### src/rtl/adc_ctrl_pkg.sv
package adc_ctrl_pkg;
  // Register byte offsets
  localparam logic [3:0] CTRL_ONE_ADDR = 4'h0;
  localparam logic [3:0] CTRL_TWO_ADDR = 4'h4;
  localparam logic [3:0] RESULT_ADDR = 4'h8;
  // Control one field positions
  localparam int ON_BIT = 15;
  localparam int STOP_IDLE_BIT = 13;
  localparam int FORMAT_LSB = 8;
  localparam int TRIGGER_LSB = 5;
  localparam int STOP_AFTER_IRQ_BIT = 4;
  localparam int AUTO_START_BIT = 2;
  localparam int SAMPLE_BIT_POS = 1;
  localparam int DONE_BIT = 0;
  // Control two field positions
  localparam int REF_SELECT_LSB = 13;
  localparam int OFFSET_CAL_BIT = 12;
  localparam int SCAN_ENABLE_BIT = 10;
  localparam int HALF_STATUS_BIT = 7;
  localparam int SEQ_PER_IRQ_LSB = 2;
  localparam int SPLIT_MODE_BIT = 1;
  localparam int ALT_SAMPLE_BIT = 0;
  // Result formats
  localparam logic [2:0] FMT_INT16 = 3'h0;
  localparam logic [2:0] FMT_SINT16 = 3'h1;
  localparam logic [2:0] FMT_FRAC16 = 3'h2;
  localparam logic [2:0] FMT_SFRAC16 = 3'h3;
  localparam logic [2:0] FMT_INT32 = 3'h4;
  localparam logic [2:0] FMT_SINT32 = 3'h5;
  localparam logic [2:0] FMT_FRAC32 = 3'h6;
  localparam logic [2:0] FMT_SFRAC32 = 3'h7;
  // Trigger sources
  localparam logic [2:0] TRIG_SOFTWARE = 3'h0;
  localparam logic [2:0] TRIG_EXT_EDGE = 3'h1;
  localparam logic [2:0] TRIG_TIMER3 = 3'h2;
  localparam logic [2:0] TRIG_CHARGE = 3'h3;
  localparam logic [2:0] TRIG_AUTO = 3'h7;
  // AXI responses
  localparam logic [1:0] RESP_OKAY = 2'h0;
  localparam logic [1:0] RESP_SLVERR = 2'h2;
  // Timing of the internal sample counter, result width and slot count
  localparam int CLK_PERIOD_NS = 10;
  localparam int AUTO_SAMPLE_NS = 100;
  localparam int AUTO_SAMPLE_CYCLES = (AUTO_SAMPLE_NS + CLK_PERIOD_NS - 1) / CLK_PERIOD_NS;
  localparam int RESULT_BITS = 10;
  localparam int SLOT_COUNT = 16;
  // Sequencer states
  typedef enum logic [2:0] {
    SEQ_IDLE = 3'b001,
    SEQ_SAMPLE = 3'b010,
    SEQ_CONVERT = 3'b100
  } seq_state_t;
  // Control one storage
  typedef struct packed {
    logic on;
    logic stop_in_idle;
    logic [2:0] result_format;
    logic [2:0] trigger_source;
    logic stop_after_first_irq;
    logic auto_sample_start;
  } ctrl_one_t;
  // Control two storage
  typedef struct packed {
    logic [2:0] reference_select;
    logic offset_calibration;
    logic input_scan_enable;
    logic [3:0] sequences_per_interrupt;
    logic split_buffer_mode;
    logic alternate_input_sample;
  } ctrl_two_t;
endpackage

### src/rtl/adc_sample_convert_control.sv
`timescale 1ns/100ps
module adc_sample_convert_control #(
  parameter int SAMPLE_CYCLES = adc_ctrl_pkg::AUTO_SAMPLE_CYCLES
) (
  input wire logic clk_in,
  input wire logic rstn_in,
  // AXI4-Lite slave
  input wire logic [3:0] s_axi_awaddr_in,
  input wire logic s_axi_awvalid_in,
  output logic s_axi_awready_out,
  input wire logic [31:0] s_axi_wdata_in,
  input wire logic [3:0] s_axi_wstrb_in,
  input wire logic s_axi_wvalid_in,
  output logic s_axi_wready_out,
  output logic [1:0] s_axi_bresp_out,
  output logic s_axi_bvalid_out,
  input wire logic s_axi_bready_in,
  input wire logic [3:0] s_axi_araddr_in,
  input wire logic s_axi_arvalid_in,
  output logic s_axi_arready_out,
  output logic [31:0] s_axi_rdata_out,
  output logic [1:0] s_axi_rresp_out,
  output logic s_axi_rvalid_out,
  input wire logic s_axi_rready_in,
  // System and trigger inputs
  input wire logic device_idle_in,
  input wire logic external_interrupt_zero_in,
  input wire logic timer3_match_in,
  input wire logic charge_time_unit_in,
  // Converter core
  input wire logic convert_done_in,
  input wire logic [adc_ctrl_pkg::RESULT_BITS-1:0] raw_result_in,
  output logic sample_out,
  output logic convert_start_out,
  output logic [31:0] result_word_out,
  output logic [3:0] result_slot_out,
  output logic result_valid_out,
  output logic irq_event_out
);
  import adc_ctrl_pkg::*;

  logic rst_meta_ff, rstn_ff;
  logic ext_s1_ff, ext_s2_ff, ext_s3_ff, ext_level_ff;
  ctrl_one_t c1_ff;
  ctrl_two_t c2_ff;
  seq_state_t state_ff, nxt_state;
  logic done_ff, conv_start_ff, res_valid_ff, irq_ff, half_ff;
  logic [31:0] result_ff;
  logic [3:0] seq_cnt_ff, slot_ff, result_slot_ff;
  logic [15:0] sample_bit_cnt_ff;
  logic aw_got_ff, w_got_ff, bvalid_ff, rvalid_ff;
  logic [3:0] awaddr_ff;
  logic [31:0] wdata_ff, rdata_ff;
  logic [3:0] wstrb_ff;
  logic [1:0] bresp_ff, rresp_ff;
  logic wr_fire, wr_c1, wr_c2, run, halted, ext_edge, end_sample, sw_start, sw_end, seq_done;
  logic irq_now;

  // Result justification; one function covers all eight layouts
  function automatic logic [31:0] justify(input logic [2:0] fmt, input logic [9:0] d);
    logic [31:0] w;
    w = 32'h0000_0000;
    case (fmt)
      FMT_INT16, FMT_INT32: w = {22'h0, d};
      FMT_SINT32: w = {{22{d[9]}}, d};
      FMT_SINT16: w = {16'h0000, {6{d[9]}}, d};
      FMT_FRAC16: w = {16'h0000, d, 6'h00};
      FMT_FRAC32: w = {d, 22'h0};
      FMT_SFRAC16: w = {16'h0000, d, 6'h00};
      FMT_SFRAC32: w = {d, 22'h0};
      default: w = 32'h0000_0000;
    endcase
    return w;
  endfunction

  // Reset release through two flops so every other flop leaves reset together
  always_ff @(posedge clk_in or negedge rstn_in) begin
    if (!rstn_in) begin
      rst_meta_ff <= 1'b0;
      rstn_ff <= 1'b0;
    end else begin
      rst_meta_ff <= 1'b1;
      rstn_ff <= rst_meta_ff;
    end
  end

  // External edge pin: three flops, level accepted when the last two agree
  always_ff @(posedge clk_in or negedge rstn_ff) begin
    if (!rstn_ff) begin
      ext_s1_ff <= 1'b0;
      ext_s2_ff <= 1'b0;
      ext_s3_ff <= 1'b0;
      ext_level_ff <= 1'b0;
    end else begin
      ext_s1_ff <= external_interrupt_zero_in;
      ext_s2_ff <= ext_s1_ff;
      ext_s3_ff <= ext_s2_ff;
      if (ext_s2_ff == ext_s3_ff) begin
        ext_level_ff <= ext_s3_ff;
      end
    end
  end
  // Active edge is the filtered rising transition
  assign ext_edge = ext_s2_ff & ext_s3_ff & ~ext_level_ff;

  // AXI write channels are taken independently and joined before the update
  assign s_axi_awready_out = ~aw_got_ff & ~bvalid_ff;
  assign s_axi_wready_out = ~w_got_ff & ~bvalid_ff;
  assign wr_fire = aw_got_ff & w_got_ff & ~bvalid_ff;
  assign wr_c1 = wr_fire && (awaddr_ff == CTRL_ONE_ADDR);
  assign wr_c2 = wr_fire && (awaddr_ff == CTRL_TWO_ADDR);
  always_ff @(posedge clk_in or negedge rstn_ff) begin
    if (!rstn_ff) begin
      aw_got_ff <= 1'b0;
      w_got_ff <= 1'b0;
      awaddr_ff <= 4'h0;
      wdata_ff <= 32'h0000_0000;
      wstrb_ff <= 4'h0;
      bvalid_ff <= 1'b0;
      bresp_ff <= RESP_OKAY;
    end else begin
      if (s_axi_awvalid_in && s_axi_awready_out) begin
        aw_got_ff <= 1'b1;
        awaddr_ff <= {s_axi_awaddr_in[3:2], 2'b00};
      end
      if (s_axi_wvalid_in && s_axi_wready_out) begin
        w_got_ff <= 1'b1;
        wdata_ff <= s_axi_wdata_in;
        wstrb_ff <= s_axi_wstrb_in;
      end
      if (wr_fire) begin
        aw_got_ff <= 1'b0;
        w_got_ff <= 1'b0;
        bvalid_ff <= 1'b1;
        // The result word is read-only, so writing it is an error too
        bresp_ff <= (wr_c1 || wr_c2) ? RESP_OKAY : RESP_SLVERR;
      end else if (s_axi_bready_in) begin
        bvalid_ff <= 1'b0;
      end
    end
  end
  assign s_axi_bvalid_out = bvalid_ff;
  assign s_axi_bresp_out = bresp_ff;

  // Software steering of the sample bit, low byte lane only
  assign sw_start = wr_c1 && wstrb_ff[0] && wdata_ff[SAMPLE_BIT_POS]
                    && !c1_ff.auto_sample_start && (state_ff == SEQ_IDLE);
  assign sw_end = wr_c1 && wstrb_ff[0] && !wdata_ff[SAMPLE_BIT_POS];

  // Control one: upper half of the word is not stored at all
  always_ff @(posedge clk_in or negedge rstn_ff) begin
    if (!rstn_ff) begin
      c1_ff <= '0;
    end else begin
      if (irq_now && c1_ff.stop_after_first_irq) begin
        c1_ff.auto_sample_start <= 1'b0;
      end
      if (wr_c1 && wstrb_ff[1]) begin
        c1_ff.on <= wdata_ff[ON_BIT];
        c1_ff.stop_in_idle <= wdata_ff[STOP_IDLE_BIT];
        c1_ff.result_format <= wdata_ff[FORMAT_LSB +: 3];
      end
      // A software write made together with the interrupt takes effect
      if (wr_c1 && wstrb_ff[0]) begin
        c1_ff.trigger_source <= wdata_ff[TRIGGER_LSB +: 3];
        c1_ff.stop_after_first_irq <= wdata_ff[STOP_AFTER_IRQ_BIT];
        c1_ff.auto_sample_start <= wdata_ff[AUTO_START_BIT];
      end
    end
  end

  // Control two: analog fields are only stored and read back; no output port carries them
  always_ff @(posedge clk_in or negedge rstn_ff) begin
    if (!rstn_ff) begin
      c2_ff <= '0;
    end else begin
      if (wr_c2 && wstrb_ff[1]) begin
        c2_ff.reference_select <= wdata_ff[REF_SELECT_LSB +: 3];
        c2_ff.offset_calibration <= wdata_ff[OFFSET_CAL_BIT];
        c2_ff.input_scan_enable <= wdata_ff[SCAN_ENABLE_BIT];
      end
      if (wr_c2 && wstrb_ff[0]) begin
        c2_ff.sequences_per_interrupt <= wdata_ff[SEQ_PER_IRQ_LSB +: 4];
        c2_ff.split_buffer_mode <= wdata_ff[SPLIT_MODE_BIT];
        c2_ff.alternate_input_sample <= wdata_ff[ALT_SAMPLE_BIT];
      end
    end
  end

  // Read path answers one cycle after the address is taken
  assign s_axi_arready_out = ~rvalid_ff;
  always_ff @(posedge clk_in or negedge rstn_ff) begin
    if (!rstn_ff) begin
      rvalid_ff <= 1'b0;
      rdata_ff <= 32'h0000_0000;
      rresp_ff <= RESP_OKAY;
    end else if (s_axi_arvalid_in && s_axi_arready_out) begin
      rvalid_ff <= 1'b1;
      rresp_ff <= RESP_OKAY;
      if ({s_axi_araddr_in[3:2], 2'b00} == CTRL_ONE_ADDR) begin
        rdata_ff <= {16'h0000, c1_ff.on, 1'b0, c1_ff.stop_in_idle, 2'b00,
                     c1_ff.result_format, c1_ff.trigger_source, c1_ff.stop_after_first_irq,
                     1'b0, c1_ff.auto_sample_start, state_ff == SEQ_SAMPLE, done_ff};
      end else if ({s_axi_araddr_in[3:2], 2'b00} == CTRL_TWO_ADDR) begin
        rdata_ff <= {16'h0000, c2_ff.reference_select, c2_ff.offset_calibration, 1'b0,
                     c2_ff.input_scan_enable, 2'b00, half_ff, 1'b0,
                     c2_ff.sequences_per_interrupt, c2_ff.split_buffer_mode,
                     c2_ff.alternate_input_sample};
      end else if ({s_axi_araddr_in[3:2], 2'b00} == RESULT_ADDR) begin
        rdata_ff <= result_ff;
      end else begin
        rdata_ff <= 32'h0000_0000;
        rresp_ff <= RESP_SLVERR;
      end
    end else if (s_axi_rready_in) begin
      rvalid_ff <= 1'b0;
    end
  end
  assign s_axi_rvalid_out = rvalid_ff;
  assign s_axi_rdata_out = rdata_ff;
  assign s_axi_rresp_out = rresp_ff;

  // Idle with stop-in-idle freezes the sequencer instead of resetting it
  assign halted = c1_ff.stop_in_idle & device_idle_in;
  assign run = c1_ff.on & ~halted;

  // Selected event that ends sampling; reserved codes never fire
  always_comb begin
    case (c1_ff.trigger_source)
      TRIG_SOFTWARE: end_sample = sw_end;
      TRIG_EXT_EDGE: end_sample = ext_edge;
      TRIG_TIMER3: end_sample = timer3_match_in;
      TRIG_CHARGE: end_sample = charge_time_unit_in;
      TRIG_AUTO: end_sample = (sample_bit_cnt_ff == 16'(SAMPLE_CYCLES - 1));
      default: end_sample = 1'b0;
    endcase
  end

  // Sample/convert sequencer
  always_comb begin
    nxt_state = state_ff;
    case (state_ff)
      SEQ_IDLE: begin
        if (c1_ff.auto_sample_start || sw_start) begin
          nxt_state = SEQ_SAMPLE;
        end
      end
      SEQ_SAMPLE: begin
        if (end_sample) begin
          nxt_state = SEQ_CONVERT;
        end
      end
      SEQ_CONVERT: begin
        if (convert_done_in) begin
          nxt_state = SEQ_IDLE;
        end
      end
      default: nxt_state = SEQ_IDLE;
    endcase
  end
  assign seq_done = (state_ff == SEQ_CONVERT) && convert_done_in && run;

  always_ff @(posedge clk_in or negedge rstn_ff) begin
    if (!rstn_ff) begin
      state_ff <= SEQ_IDLE;
    end else if (!c1_ff.on) begin
      state_ff <= SEQ_IDLE;
    end else if (run) begin
      state_ff <= nxt_state;
    end
  end

  // Sample timer counts only while sampling
  always_ff @(posedge clk_in or negedge rstn_ff) begin
    if (!rstn_ff) begin
      sample_bit_cnt_ff <= 16'h0000;
    end else if (state_ff != SEQ_SAMPLE || !run) begin
      sample_bit_cnt_ff <= (state_ff == SEQ_SAMPLE) ? sample_bit_cnt_ff : 16'h0000;
    end else if (!end_sample) begin
      sample_bit_cnt_ff <= sample_bit_cnt_ff + 16'h0001;
    end
  end

  // Start pulse to the core and completion flag
  always_ff @(posedge clk_in or negedge rstn_ff) begin
    if (!rstn_ff) begin
      conv_start_ff <= 1'b0;
      done_ff <= 1'b0;
    end else begin
      conv_start_ff <= run && (state_ff == SEQ_SAMPLE) && end_sample;
      if (seq_done) begin
        done_ff <= 1'b1;
      end else if (run && (state_ff == SEQ_SAMPLE) && end_sample) begin
        done_ff <= 1'b0;
      end else if (wr_c1 && wstrb_ff[0] && !wdata_ff[DONE_BIT]) begin
        done_ff <= 1'b0;
      end
    end
  end

  // Sequence counting, interrupt event and buffer slot walk
  assign irq_now = seq_done && (seq_cnt_ff == c2_ff.sequences_per_interrupt);
  always_ff @(posedge clk_in or negedge rstn_ff) begin
    if (!rstn_ff) begin
      seq_cnt_ff <= 4'h0;
      slot_ff <= 4'h0;
      half_ff <= 1'b0;
      irq_ff <= 1'b0;
    end else begin
      irq_ff <= irq_now;
      if (!c1_ff.on) begin
        seq_cnt_ff <= 4'h0;
        slot_ff <= 4'h0;
        half_ff <= 1'b0;
      end else if (irq_now) begin
        seq_cnt_ff <= 4'h0;
        if (c2_ff.split_buffer_mode) begin
          half_ff <= ~half_ff;
          slot_ff <= {~half_ff, 3'b000};
        end else begin
          slot_ff <= 4'h0;
        end
      end else if (seq_done) begin
        seq_cnt_ff <= seq_cnt_ff + 4'h1;
        slot_ff <= slot_ff + 4'h1;
      end
    end
  end

  // Result word and the slot it belongs to
  always_ff @(posedge clk_in or negedge rstn_ff) begin
    if (!rstn_ff) begin
      result_ff <= 32'h0000_0000;
      result_slot_ff <= 4'h0;
      res_valid_ff <= 1'b0;
    end else begin
      res_valid_ff <= seq_done;
      if (seq_done) begin
        result_ff <= justify(c1_ff.result_format, raw_result_in);
        result_slot_ff <= slot_ff;
      end
    end
  end

  assign sample_out = (state_ff == SEQ_SAMPLE);
  assign convert_start_out = conv_start_ff;
  assign result_word_out = result_ff;
  assign result_slot_out = result_slot_ff;
  assign result_valid_out = res_valid_ff;
  assign irq_event_out = irq_ff;
endmodule

### config.mk
export PLATFORM = sky130hd
export DESIGN_NAME = adc_sample_convert_control
export DESIGN_NICKNAME = d
export VERILOG_FILES = /design/src/rtl/adc_ctrl_pkg.sv /design/src/rtl/adc_sample_convert_control.sv
export SDC_FILE = /design/constraint.sdc
export NUM_CORES = 1
export LEC_CHECK = 0
export BUFFER_PORTS_ARGS = -buffer_cell sky130_fd_sc_hd__buf_2
export CAP_MARGIN = 15
export CORE_MARGIN = 2
export CORE_UTILIZATION = 58
export DETAILED_ROUTE_END_ITERATION = 12
export PLACE_DENSITY = 0.85
export SLEW_MARGIN = 0
export SYNTH_ARGS = -nofsm -noshare
export SYNTH_HDL_FRONTEND = slang
export SYNTH_SLANG_ARGS = --single-unit
### constraint.sdc
create_clock -name clk_in -period 6.5 [get_ports clk_in]
set_input_delay 0.325 -clock clk_in [delete_from_list [all_inputs] [get_ports clk_in]]
set_output_delay 0.325 -clock clk_in [all_outputs]
set_load 0.02 [all_outputs]
==> results.cfg <==
[yosys]
yosysSeqAreaShare = 0.558
synthesis.area_um2 = 6370
synth_cells = 586
synth.distinct_cells = 65
synth-main-ff-cell = dfrtp_1
netlist.area_leader.share = 0.554
yosysTopAreaCell = dfrtp_1
synth_area_leaders = dfrtp_1 55%, mux2_2 6.9%, nand2_1 4.3%, o21ai_0 3.6%, a21oi_1 3.4%
synth_area_per_cell_um2 = 10.9
ys_ff_latch = 142
synth-edff-count = 0
yosysWarningCount = 0
ys_async_sr_fraction = 1.00

[floorplan]
die_h_um = 109
die_area_um2 = 11800
pin_count = 147
start_util = 0.590
fp.dieW_um = 109
coreArea_um2 = 10800
core.rowCount = 38

[route]
routedWlPerCell_um = 17.8
drt-total-wl_um = 15100
vias_per_cell = 5.97
firstDrtPassIters = 5
ant_nets = 0
drt_iter0_drc = 406
drc = 0
via_count = 5053

[clock_network]
clkTransAtPathRegs_ns = 0.06
post-cts-setup-buffers = 0
clkLatencyLatePin_ns = 0.53
clock_path_buffers = 2
h-tree-depth = 4
cts_tree = done
cts-root-buf = clkbuf_8
cts_inserted_buffers = 17
clock_sinks = 142

[global_routing]
antenna_found_initial = 0
grt_pass1_wl_um = 24300
grt_max_degree = 75
grt_pass1_vias = 4868
grt_usage = 0.267
overflow = 0

[setup_path]
critPathRequiredTime_ns = 6.87
r2r_start = c1_ff[9]
critPathMaxFanout = 49
r2r_cells = 6
critPathArrivalTime_ns = 2.94
path_class = flop to flop
critPathLaunch = c1_ff[9]
reg2reg_slack_ns = 3.93
crit_end = result_word_out[13]
regToRegEndpoint = result_word_out[13]
cp-end-kind = flop
critPathLaunchType = flop

[timing]
hold_viol_final = 0
clock_skew_ns = 0.00546
setup_viol = 0
worst_pin_slew_ns = 0.981
fin_setup_tns_ns = 0
maxSlewHeadroom = 0.345
rsz0062_at_grt = false
post-route-min-period_ns = 2.57
fin_crit_sh = 0.395
max_freq_ghz = 0.389
drv_slew = 0

[place]
hpwl_um = 10000
place_congestion = 0.890
io_buffers = 121

[power]
peakVddDrop_mv = 0.280
p_leak_nw = 3.73
powerDensity_nw_per_um2 = 376

[final_layout]
register_area_um2 = 3560
drive_above_1_share = 0.299
areaGrowthSynthToFinish_pct = 19.8
nets = 765
multiInputGateArea_um2 = 2550
fin_util = 0.707
diodes = 0
nFillCells = 756

[outcome]
status = complete, no violations

[job]
drv_cap = 0

[hold_path]
hold_path_class = input pin to flop
## power by group
group | internal [W] | switching (W) | total (W)
registers | 0.00106 | 0.000197 | 0.00125
clock network | 0.000661 | 0.000364 | 0.00103
logic | 0.000274 | 0.000321 | 0.000595
## kinds of logic after synthesis
kind of cell	count (synthesis)	synth area share
muxes	50	0.0862
and+or+nand+nor	180	0.149
AOI/OAI and AO/OA	150	0.147
xor gates and xnor gates	5	0.00687
buffers and inverters	52	0.0428
adders and majority gates	5	0.00982
DFF	142	0.558
other	2	0.00118
## layout make-up
cell class	instances	share of cell area
clock buffers	21	0.0615
clock inverters	10	0.0210
inverters	10	0.00492
multi-input cells	393	0.334
flip-flops and latches	142	0.466
well taps	140	0.0229
repair buffers	130	0.0898
## per-stage QoR
step / setup WS [ns] / hold slack (ns) / std cells / power (W) / instance area, um2
after floorplan: 2.25 / 0.0294 / 587 / 0.00166 / 6370
after global placement: 4.06 / 0.111 / 810 / 0.00180 / 6950
after detailed placement: 3.99 / 0.112 / 810 / 0.00184 / 6950
after CTS: 3.97 / 0.00190 / 846 / 0.00288 / 7630
after global routing: 3.74 / 0.0167 / 846 / 0.00300 / 7630
final: 3.93 / 0.0153 / 846 / 0.00287 / 7630
## worst min-delay path by stage
stage / startpoint / endpoint / slack (ns) / cells past startpoint
global placement: rstn_in / rst_meta_ff / 0.11 / 1
detailed placement: rstn_in / rst_meta_ff / 0.11 / 1
CTS: s_axi_wdata_in[2] / wdata_ff[2] / 0.002 / 3
global route: s_axi_wstrb_in[0] / wstrb_ff[0] / 0.02 / 2
floorplan: rstn_in / rst_meta_ff / 0.03 / 0
finish: s_axi_wdata_in[2] / wdata_ff[2] / 0.02 / 3
## critical path, cell delays in order, from the launching register on
cell      delay [ns]
dfrtp_1         0.54
a21boi_2        0.27
nand4_1         0.11
buf_4           0.42
inv_2           0.25
o21ai_1         0.57
o21ai_0         0.23
## layer usage
layer | GRT usage | up-vias | routed length [um]
li1 | - | 2286 | -
met1 | 0.355 | 2500 | 6440
met2 | 0.424 | 233 | 7290
met3 | 0.0550 | 34 | 960
met4 | 0.125 | 0 | 396
met5 | 0 | - | 0
## Yosys cell counts (2+ instances only)
master,count
dfrtp_1,141
nand2_1,73
o21ai_0,46
a21oi_1,43
mux2_2,39
nor2_1,25
clkbuf_1,21
nand3_1,14
a22o_1,12
buf_4,12
o31ai_1,12
mux2i_1,11
and3_1,9
inv_1,9
o21ai_1,9
nand2b_1,8
and2_1,7
nor2b_1,7
or3_1,7
or4_1,7
ha_1,5
buf_2,4
nor3b_1,4
xor2_1,4
a21o_1,3
a221oi_1,3
a22oi_1,3
buf_6,3
nand4_1,3
nor4_1,3
a31oi_1,2
a32o_1,2
conb_1,2
nand3b_1,2
## repair_timing
action,4_1_cts,5_1_grt
hold buffers,5,0
gates resized for setup,0,0
endpoints found under the hold margin,6,0
## sequential cells by signal, indices dropped and copies added (netlist names), 2 cells and up
name and flops:
result_word_out 27, s_axi_rdata_out 27, sample_bit_cnt_ff 16, wdata_ff 15, c2_ff 11, c1_ff 10, result_slot_out 4, seq_cnt_ff 4
slot_ff 4, state_ff 3, awaddr_ff 2, wstrb_ff 2
## placed cells by master (no fill, tap or decap), types with 8 or more instances in the layout
cell,count
mux2_2,39
nand2b_1,8
mux2i_1,11
nor2_1,25
inv_1,9
nand2_1,73
o21ai_1,9
and3_1,9
o21ai_0,46
a22o_1,12
nand3_1,14
o31ai_1,12
clkbuf_16,16
dfrtp_1,140
buf_2,121
a21oi_1,43
Note: power is estimated with default switching activity, not from simulation.
